**config.mk**
```make
export PLATFORM = sky130hd
export DESIGN_NAME = rtc_output_mux_and_trim
export DESIGN_NICKNAME = d
export VERILOG_FILES = /design/src/rtc_mfp_pkg.sv /design/src/rtc_output_mux_and_trim.sv
export SDC_FILE = /design/constraint.sdc
export NUM_CORES = 1
export LEC_CHECK = 0
export ABC_CLOCK_PERIOD_IN_PS = 4100
export BUFFER_PORTS_ARGS = -buffer_cell sky130_fd_sc_hd__buf_2
export CORE_MARGIN = 2
export CORE_UTILIZATION = 40
export DETAILED_ROUTE_END_ITERATION = 10
export PLACE_DENSITY = 0.59
export SYNTH_ARGS = -nofsm -noshare
export SYNTH_HDL_FRONTEND = slang
export SYNTH_SLANG_ARGS = --single-unit
```
**constraint.sdc**
```tcl
create_clock -name clk_i -period 4.1 [get_ports clk_i]
set_clock_uncertainty 0.2 [all_clocks]
set_input_delay 0.205 -clock clk_i [delete_from_list [all_inputs] [get_ports clk_i]]
set_output_delay 0.205 -clock clk_i [all_outputs]
set_load 0.1 [all_outputs]
```
**src/rtc_mfp_pkg.sv**
```systemverilog
`default_nettype none
package rtc_mfp_pkg;

	// register addresses on the byte-wide register port
	localparam logic [7:0] ADDR_OUTPUT_CONTROL  = 8'h07;
	localparam logic [7:0] ADDR_OSCILLATOR_TRIM = 8'h08;
	localparam logic [7:0] ADDR_ALARM0_WEEKDAY  = 8'h0D;
	localparam logic [7:0] ADDR_ALARM1_WEEKDAY  = 8'h14;

	// values after reset
	localparam logic [7:0] RESET_OUTPUT_CONTROL  = 8'h80;
	localparam logic [7:0] RESET_OSCILLATOR_TRIM = 8'h00;
	localparam logic [7:0] RESET_ALARM_WEEKDAY   = 8'h01;

	// field positions
	localparam int ALARM_FLAG_BIT     = 3;
	localparam int ALARM_POLARITY_BIT = 7;

	// timebase figures
	localparam int        PRESCALE_WIDTH    = 15;
	localparam int        SQ_TAP_1HZ        = 14;
	localparam int        SQ_TAP_4096HZ     = 2;
	localparam int        SQ_TAP_8192HZ     = 1;
	localparam int        SQ_TAP_64HZ       = 8;
	localparam int        COARSE_ADJ_WIDTH  = 8;
	localparam logic [5:0] SECONDS_PER_MINUTE = 6'h3B;
	localparam int        TRIM_PENDING_WIDTH = 8;

	typedef enum logic [1:0] {
		FREQ_1HZ    = 2'b00,
		FREQ_4096HZ = 2'b01,
		FREQ_8192HZ = 2'b10,
		FREQ_32768HZ = 2'b11
	} square_freq_t;

	typedef enum logic [1:0] {
		MODE_GENERAL = 2'b00,
		MODE_ALARM   = 2'b01,
		MODE_SQUARE  = 2'b10
	} pin_mode_t;

	typedef struct packed {
		logic         general_output_level;
		logic         square_wave_enable;
		logic         alarm1_enable;
		logic         alarm0_enable;
		logic         external_clock_select;
		logic         coarse_trim_enable;
		square_freq_t square_freq_select;
	} output_control_t;

	typedef struct packed {
		logic       trim_sign;
		logic [6:0] trim_magnitude;
	} oscillator_trim_t;

	typedef struct packed {
		logic [7:0] addr;
		logic       write;
		logic       read;
		logic [7:0] wdata;
	} reg_req_t;

endpackage
`default_nettype wire

```
**src/rtc_output_mux_and_trim.sv**
```systemverilog
`default_nettype none
module rtc_output_mux_and_trim
	import rtc_mfp_pkg::*;
(
	// clock and reset
	input  wire logic       clk_i,
	input  wire logic       rst_b_i,
	// register port
	input  wire reg_req_t   reg_req_i,
	output var  logic [7:0] reg_rdata_o,
	// timebase sources and supply state
	input  wire logic       crystal_osc_i,
	input  wire logic       crystal_input_pin_i,
	input  wire logic       on_backup_i,
	// alarm match events from the comparators
	input  wire logic       alarm0_match_i,
	input  wire logic       alarm1_match_i,
	// open-drain multi-function pin
	output var  logic       multi_function_pin_o,
	output var  logic       multi_function_pin_oe_o,
	// status
	output var  logic       alarm0_flag_o,
	output var  logic       alarm1_flag_o
);

	////////////////////////////////////////////////////////////////////////
	output_control_t                  ctrl;
	oscillator_trim_t                 trim;
	logic [7:0]                       weekday0;
	logic [7:0]                       weekday1;
	logic                             alarm0_flag;
	logic                             alarm1_flag;
	logic                             wr_ctrl;
	logic                             wr_trim;
	logic                             wr_wk0;
	logic                             wr_wk1;

	assign wr_ctrl = reg_req_i.write && (reg_req_i.addr == ADDR_OUTPUT_CONTROL);
	assign wr_trim = reg_req_i.write && (reg_req_i.addr == ADDR_OSCILLATOR_TRIM);
	assign wr_wk0  = reg_req_i.write && (reg_req_i.addr == ADDR_ALARM0_WEEKDAY);
	assign wr_wk1  = reg_req_i.write && (reg_req_i.addr == ADDR_ALARM1_WEEKDAY);

	always_ff @(posedge clk_i) begin
		if (!rst_b_i) begin
			ctrl <= output_control_t'(RESET_OUTPUT_CONTROL);
		end else if (wr_ctrl) begin
			ctrl <= output_control_t'(reg_req_i.wdata);
		end
	end

	always_ff @(posedge clk_i) begin
		if (!rst_b_i) begin
			trim <= oscillator_trim_t'(RESET_OSCILLATOR_TRIM);
		end else if (wr_trim) begin
			trim <= oscillator_trim_t'(reg_req_i.wdata);
		end
	end

	// polarity bit is shared: a write to either weekday register updates both copies
	always_ff @(posedge clk_i) begin
		if (!rst_b_i) begin
			weekday0 <= RESET_ALARM_WEEKDAY;
			weekday1 <= RESET_ALARM_WEEKDAY;
		end else begin
			if (wr_wk0) begin
				weekday0 <= reg_req_i.wdata;
				weekday1[ALARM_POLARITY_BIT] <= reg_req_i.wdata[ALARM_POLARITY_BIT];
			end
			if (wr_wk1) begin
				weekday1 <= reg_req_i.wdata;
				weekday0[ALARM_POLARITY_BIT] <= reg_req_i.wdata[ALARM_POLARITY_BIT];
			end
		end
	end

	// flag bit written by software is ignored; a match in the clearing cycle wins
	always_ff @(posedge clk_i) begin
		if (!rst_b_i) begin
			alarm0_flag <= 1'b0;
			alarm1_flag <= 1'b0;
		end else begin
			if (alarm0_match_i) begin
				alarm0_flag <= 1'b1;
			end else if (wr_wk0) begin
				alarm0_flag <= 1'b0;
			end
			if (alarm1_match_i) begin
				alarm1_flag <= 1'b1;
			end else if (wr_wk1) begin
				alarm1_flag <= 1'b0;
			end
		end
	end

	always_ff @(posedge clk_i) begin
		if (!rst_b_i) begin
			reg_rdata_o <= 8'h00;
		end else if (reg_req_i.read) begin
			case (reg_req_i.addr)
				ADDR_OUTPUT_CONTROL:  reg_rdata_o <= ctrl;
				ADDR_OSCILLATOR_TRIM: reg_rdata_o <= trim;
				ADDR_ALARM0_WEEKDAY: begin
					reg_rdata_o <= {weekday0[7:4], alarm0_flag, weekday0[2:0]};
				end
				ADDR_ALARM1_WEEKDAY: begin
					reg_rdata_o <= {weekday1[7:4], alarm1_flag, weekday1[2:0]};
				end
				default:              reg_rdata_o <= 8'h00;
			endcase
		end
	end

	always_ff @(posedge clk_i) begin
		if (!rst_b_i) begin
			alarm0_flag_o <= 1'b0;
			alarm1_flag_o <= 1'b0;
		end else begin
			alarm0_flag_o <= alarm0_flag;
			alarm1_flag_o <= alarm1_flag;
		end
	end

	////////////////////////////////////////////////////////////////////////
	// timebase: oscillator level sampled, rising edge is one tick
	logic osc_level;
	logic osc_level_d;
	logic osc_tick;

	always_ff @(posedge clk_i) begin
		if (!rst_b_i) begin
			osc_level   <= 1'b0;
			osc_level_d <= 1'b0;
		end else begin
			osc_level   <= ctrl.external_clock_select ? crystal_input_pin_i
				: crystal_osc_i;
			osc_level_d <= osc_level;
		end
	end

	assign osc_tick = osc_level && !osc_level_d;

	////////////////////////////////////////////////////////////////////////
	// trimmed prescaler; trimming never depends on the supply state
	logic [PRESCALE_WIDTH-1:0]     prescale;
	logic [PRESCALE_WIDTH:0]       prescale_sum;
	logic [5:0]                    seconds;
	logic [TRIM_PENDING_WIDTH-1:0] pending;
	logic                          pending_add;
	logic                          sq_mode_d;
	logic                          sq_entry;
	logic                          prescale_wrap;
	logic                          coarse_point;
	logic                          minute_point;
	logic                          adjust_now;
	logic [PRESCALE_WIDTH-1:0]     step;

	assign sq_entry      = ctrl.square_wave_enable && !sq_mode_d;
	// carries, not all-ones matches: a step of two can jump over all ones
	assign prescale_sum  = {1'b0, prescale} + {1'b0, step};
	assign prescale_wrap = osc_tick && prescale_sum[PRESCALE_WIDTH];
	assign coarse_point  = osc_tick
		&& (prescale_sum[COARSE_ADJ_WIDTH] != prescale[COARSE_ADJ_WIDTH]);
	assign minute_point  = prescale_wrap && (seconds == SECONDS_PER_MINUTE);
	assign adjust_now    = (ctrl.coarse_trim_enable ? coarse_point : minute_point)
		&& (trim.trim_magnitude != 7'h00);

	// add: an extra count on each tick; remove: swallow the tick
	always_comb begin
		step = PRESCALE_WIDTH'(1);
		if (pending != '0) begin
			step = pending_add ? PRESCALE_WIDTH'(2) : PRESCALE_WIDTH'(0);
		end
	end

	always_ff @(posedge clk_i) begin
		if (!rst_b_i) begin
			sq_mode_d <= 1'b0;
		end else begin
			sq_mode_d <= ctrl.square_wave_enable;
		end
	end

	always_ff @(posedge clk_i) begin
		if (!rst_b_i) begin
			prescale <= '0;
		end else if (sq_entry) begin
			prescale <= '0;
		end else if (osc_tick) begin
			prescale <= prescale + step;
		end
	end

	always_ff @(posedge clk_i) begin
		if (!rst_b_i) begin
			seconds <= 6'h00;
		end else if (prescale_wrap) begin
			seconds <= (seconds == SECONDS_PER_MINUTE) ? 6'h00 : seconds + 6'h01;
		end
	end

	// a new trim value drops any adjustment still in progress
	always_ff @(posedge clk_i) begin
		if (!rst_b_i) begin
			pending     <= '0;
			pending_add <= 1'b0;
		end else if (wr_trim) begin
			pending     <= '0;
		end else if (adjust_now) begin
			pending     <= {trim.trim_magnitude, 1'b0};
			pending_add <= trim.trim_sign;
		end else if (osc_tick && pending != '0) begin
			pending <= pending - TRIM_PENDING_WIDTH'(1);
		end
	end

	////////////////////////////////////////////////////////////////////////
	// output mode selection and pin drive
	pin_mode_t mode;
	logic      square_level;
	logic      alarm_level;
	logic      next_drive_low;
	logic      polarity;

	assign polarity = weekday0[ALARM_POLARITY_BIT];

	always_comb begin
		if (ctrl.square_wave_enable) begin
			mode = MODE_SQUARE;
		end else if (ctrl.alarm0_enable || ctrl.alarm1_enable) begin
			mode = MODE_ALARM;
		end else begin
			mode = MODE_GENERAL;
		end
	end

	always_comb begin
		square_level = prescale[SQ_TAP_64HZ];
		if (!ctrl.coarse_trim_enable) begin
			case (ctrl.square_freq_select)
				FREQ_1HZ:     square_level = prescale[SQ_TAP_1HZ];
				FREQ_4096HZ:  square_level = prescale[SQ_TAP_4096HZ];
				FREQ_8192HZ:  square_level = prescale[SQ_TAP_8192HZ];
				FREQ_32768HZ: square_level = osc_level_d;
				default:      square_level = 1'b1;
			endcase
		end
	end

	always_comb begin
		if (ctrl.alarm0_enable && ctrl.alarm1_enable) begin
			alarm_level = polarity ? (alarm0_flag || alarm1_flag)
				: !(alarm0_flag && alarm1_flag);
		end else if (ctrl.alarm0_enable) begin
			alarm_level = polarity ? alarm0_flag : !alarm0_flag;
		end else begin
			alarm_level = polarity ? alarm1_flag : !alarm1_flag;
		end
	end

	// released pin floats high through the outside pull-up
	always_comb begin
		case (mode)
			MODE_SQUARE:  next_drive_low = !on_backup_i && !square_level;
			MODE_ALARM:   next_drive_low = !alarm_level;
			MODE_GENERAL: begin
				next_drive_low = !on_backup_i && !ctrl.general_output_level;
			end
			default:      next_drive_low = 1'b0;
		endcase
	end

	always_ff @(posedge clk_i) begin
		if (!rst_b_i) begin
			multi_function_pin_o    <= 1'b0;
			multi_function_pin_oe_o <= 1'b0;
		end else begin
			multi_function_pin_o    <= 1'b0;
			multi_function_pin_oe_o <= next_drive_low;
		end
	end

endmodule
`default_nettype wire

```
==> reports/metrics.yaml <==
status: "finished clean"
finalSetupViolCount: 0
final_cells: 566
power_density_mw_per_mm2: 398
grt.busiest_layer: "met2"
cts_buffer_depth: 2
syn2layout_area_growth_pct: 16.3
dp_hpwl_mm: 5.97
intPower_uw: 1130
die_h_um: 97.8
holdPathEnd: "reg_rdata_o[5]"
peakVddDrop_mv: 0.248
io_pins: 37
fp.dieW_um: 97.8
core_area_mm2: 0.00864
root_buffer: "clkbuf_8"
drive_gt1_share_pct: 12.9
grt_pass1_vias: 2841
initial_utilization_pct: 40.7
drv_cap: 0
ys_types: 52
synthCells: 406
fmax_mhz: 269
tightest_slew_ns: 1.05
period_needed_ns: 3.71
reg2regPathDepth: 12
final-seq-area_mm2: 0.00152
insertion_delay_ns: 0.35
setup_tns_ns: 0
via_per_inst: 5.33
comb_power_share_pct: 20.0
synth.avg_cell_area_um2: 8.66
first_pass_iters: 4
met2_usage_pct: 29.2
seq_area_frac_synth_pct: 43.3
nFillCells: 859
drv_slew: 0
hp-class: "in -> reg"
num_vias: 3014
power.leakage_uw: 0.00162
reg2reg_to: "pending[1]"
critical_path_required_ns: 4.12
rsz0062_at_grt: "no"
htreeDepth: 3
numCtsBuffers: 9
grt_overflow_total: 0
gp_congestion: 0.798
critPathLaunchType: "flip-flop"
period_share_pct: 90.5
grt_use_met1_pct: 23.6
grt_start_max_net_pins: 43
endpoint_kind: "flip-flop"
synth_nets: 436
drtIter0Drc: 128
clkTransAtPathRegs_ns: 0.09
synthFlopType: "dfxtp_1"
r2r_start: "pending[0]"
io_buffer_count: 35
crit_family: "simple AND/OR/NAND/NOR gates"
routed_wl_mm: 8.31
die-area_mm2: 0.00956
clkPwrFrac_pct: 30.5
arrival_ns: 3.73
routedWlPerCell_um: 14.7
cts_sinks: 76
dp.cells: 535
seq_power_share_pct: 49.5
path_max_fanout: 5
multi_input_comb_area_mm2: 0.00188
postRouteAntennaNets: 0
reg2reg_slack_ns: 0.39
fin_util_pct: 47.4
diodes: 0
synthArstFlopShare_pct: 0
synth-edff-count: 0
crit_path_max_incr_delay_ns: 0.48
cts_tree: "yes"
report.final.hold_viol_count: 0
grt_pass1_wl_mm: 13.8
relSlewSlack_pct: 29.3
use_met3_pct: 5.01
hp-start: "reg_req_i[8]"
yosysWarnings: 0
cp_slowest_cell: "o31ai_1"
crit_type: "reg -> reg"
path_cells: "inv_1, ha_1, or3b_1, nor2_1, ha_1, inv_1, fa_1, nand4bb_1, o31ai_1, nand2_1, nor2_1, o21ai_0"
swShare_pct: 30.9
power.switching_uw: 503
cp_num_buf_inv: 2
grt_usage_pct: 17.7
netlist_area_mm2: 0.00352
synth_seq_cells: 76
drcViolationCount: 0
rows: 34
antenna_found_initial: 0
hold-path-cell-count: 3
nets: 483
## logic make-up (layout without fill, tap and decap cells)
group / after synthesis / after routing / share of synthesized area, %
simple gates: 174 / 174 / 25.2
fa+ha+maj: 5 / 5 / 1.99
xor+xnor: 17 / 17 / 4.23
other cells: 1 / 1 / 0.107
flops: 76 / 76 / 43.3
buf+inv: 29 / 81 / 3.42
mux: 23 / 23 / 6.90
compound gates: 81 / 81 / 14.9
## layout make-up
class	instances	area share [%]
Multi-Input combinational cell	301	45.9
Sequential cell	76	37.2
Timing Repair Buffer	52	8.32
Tap cell	108	3.30
Clock buffer	10	3.12
Inverter	13	1.19
Clock inverter	6	1.01
## cells in the final DEF, fill, tap and decap left out, drive strengths merged, types with 2 or more instances in the layout
master	netlist	layout
a21o	9	9
a21oi	30	30
a221oi	2	2
a22o	8	8
a22oi	9	9
and2	6	6
and3	5	5
and4	2	2
buf	8	37
clkbuf	8	10
clkinv	1	4
clkinvlp	0	3
dfxtp	76	76
dlygate4sd3	0	15
ha	4	4
inv	12	12
mux2i	22	22
nand2	45	45
nand2b	9	9
nand3	11	11
nand4	12	12
nor2	49	49
nor2b	2	2
nor3	13	13
nor3b	5	5
nor4	2	2
nor4b	2	2
o211ai	2	2
o21ai	11	11
o31ai	5	5
or3	5	5
or4	2	2
xnor2	7	7
xor2	10	10
## through the flow
stage                     hold slack [ns]  cell area [um^2]  worst slack, ns  total power (uW)
final                              0.0290              4090            0.389              1630
after floorplan                     0.122              3520            0.939              1060
after detailed placement            0.222              3770            0.464              1140
after global placement              0.212              3770            0.618              1130
after global routing               0.0496              4090            0.127              1720
after CTS                         0.00923              4090            0.436              1650
## cells in the mapped netlist (7+ instances only)
library cell   n  area, um^2
nor3_1        12        60.1
a22oi_1        9        67.6
a21oi_1       30         150
xor2_1        10        87.6
inv_1         12        45.0
dfxtp_1       76        1520
o21ai_0        9        45.0
nand2b_1       9        56.3
xnor2_1        7        61.3
nand4_1       12        75.1
nand3_1       11        55.1
nand2_1       45         169
a22o_1         8        70.1
a21o_1         9        67.6
clkbuf_1       8        30.0
nor2_1        49         184
mux2i_1       22         220
## repair_timing
item | in CTS | in global routing
setup buffers | 0 | 0
resized for setup | 0 | 0
setup endpoints to repair | 0 | 0
hold endpoints to repair | 34 | 0
hold buffers | 15 | 0
## worst reg2reg max path, stage by stage, from the launching register on
cell	delay (ns)
dfxtp_1	0.31
inv_1	0.08
ha_1	0.20
or3b_1	0.42
nor2_1	0.25
ha_1	0.22
inv_1	0.06
fa_1	0.39
nand4bb_1	0.23
o31ai_1	0.48
nand2_1	0.23
nor2_1	0.36
o21ai_0	0.15
## power groups by stage
stage,combinational (uW),sequential [uW],clock [uW]
floorplan,241,821,0
global placement,311,821,0
detailed placement,315,824,0
CTS,327,806,514
global route,365,810,544
finish,326,806,498
## worst max path at each step
stage / from / end / slack (ns) / cells past startpoint
floorplan: pending[4] / pending[1] / 0.94 / 10
global placement: pending[4] / pending[1] / 0.62 / 10
detailed placement: pending[0] / pending[1] / 0.46 / 12
CTS: pending[0] / pending[1] / 0.44 / 12
global route: pending[1] / pending[1] / 0.13 / 12
finish: pending[0] / pending[1] / 0.39 / 12
## registers in the layout, summed over array words and instances, names as in the netlist
register	flops
alarm0_flag	1
alarm0_flag_o	1
alarm1_flag	1
alarm1_flag_o	1
ctrl	8
multi_function_pin_oe_o	1
osc_level	1
osc_level_d	1
pending	8
pending_add	1
prescale	15
reg_rdata_o	8
seconds	6
sq_mode_d	1
trim	8
weekday0	7
weekday1	7
## routing by layer
| layer | wire length [um] | share of wire (%) |
|---|---|---|
| met2 | 3980 | 48 |
| met4 | 69 | 0.83 |
| met1 | 3980 | 48 |
| met3 | 286 | 3.4 |
| met5 | 0 | 0 |
Power figures use the tool's default switching activity.
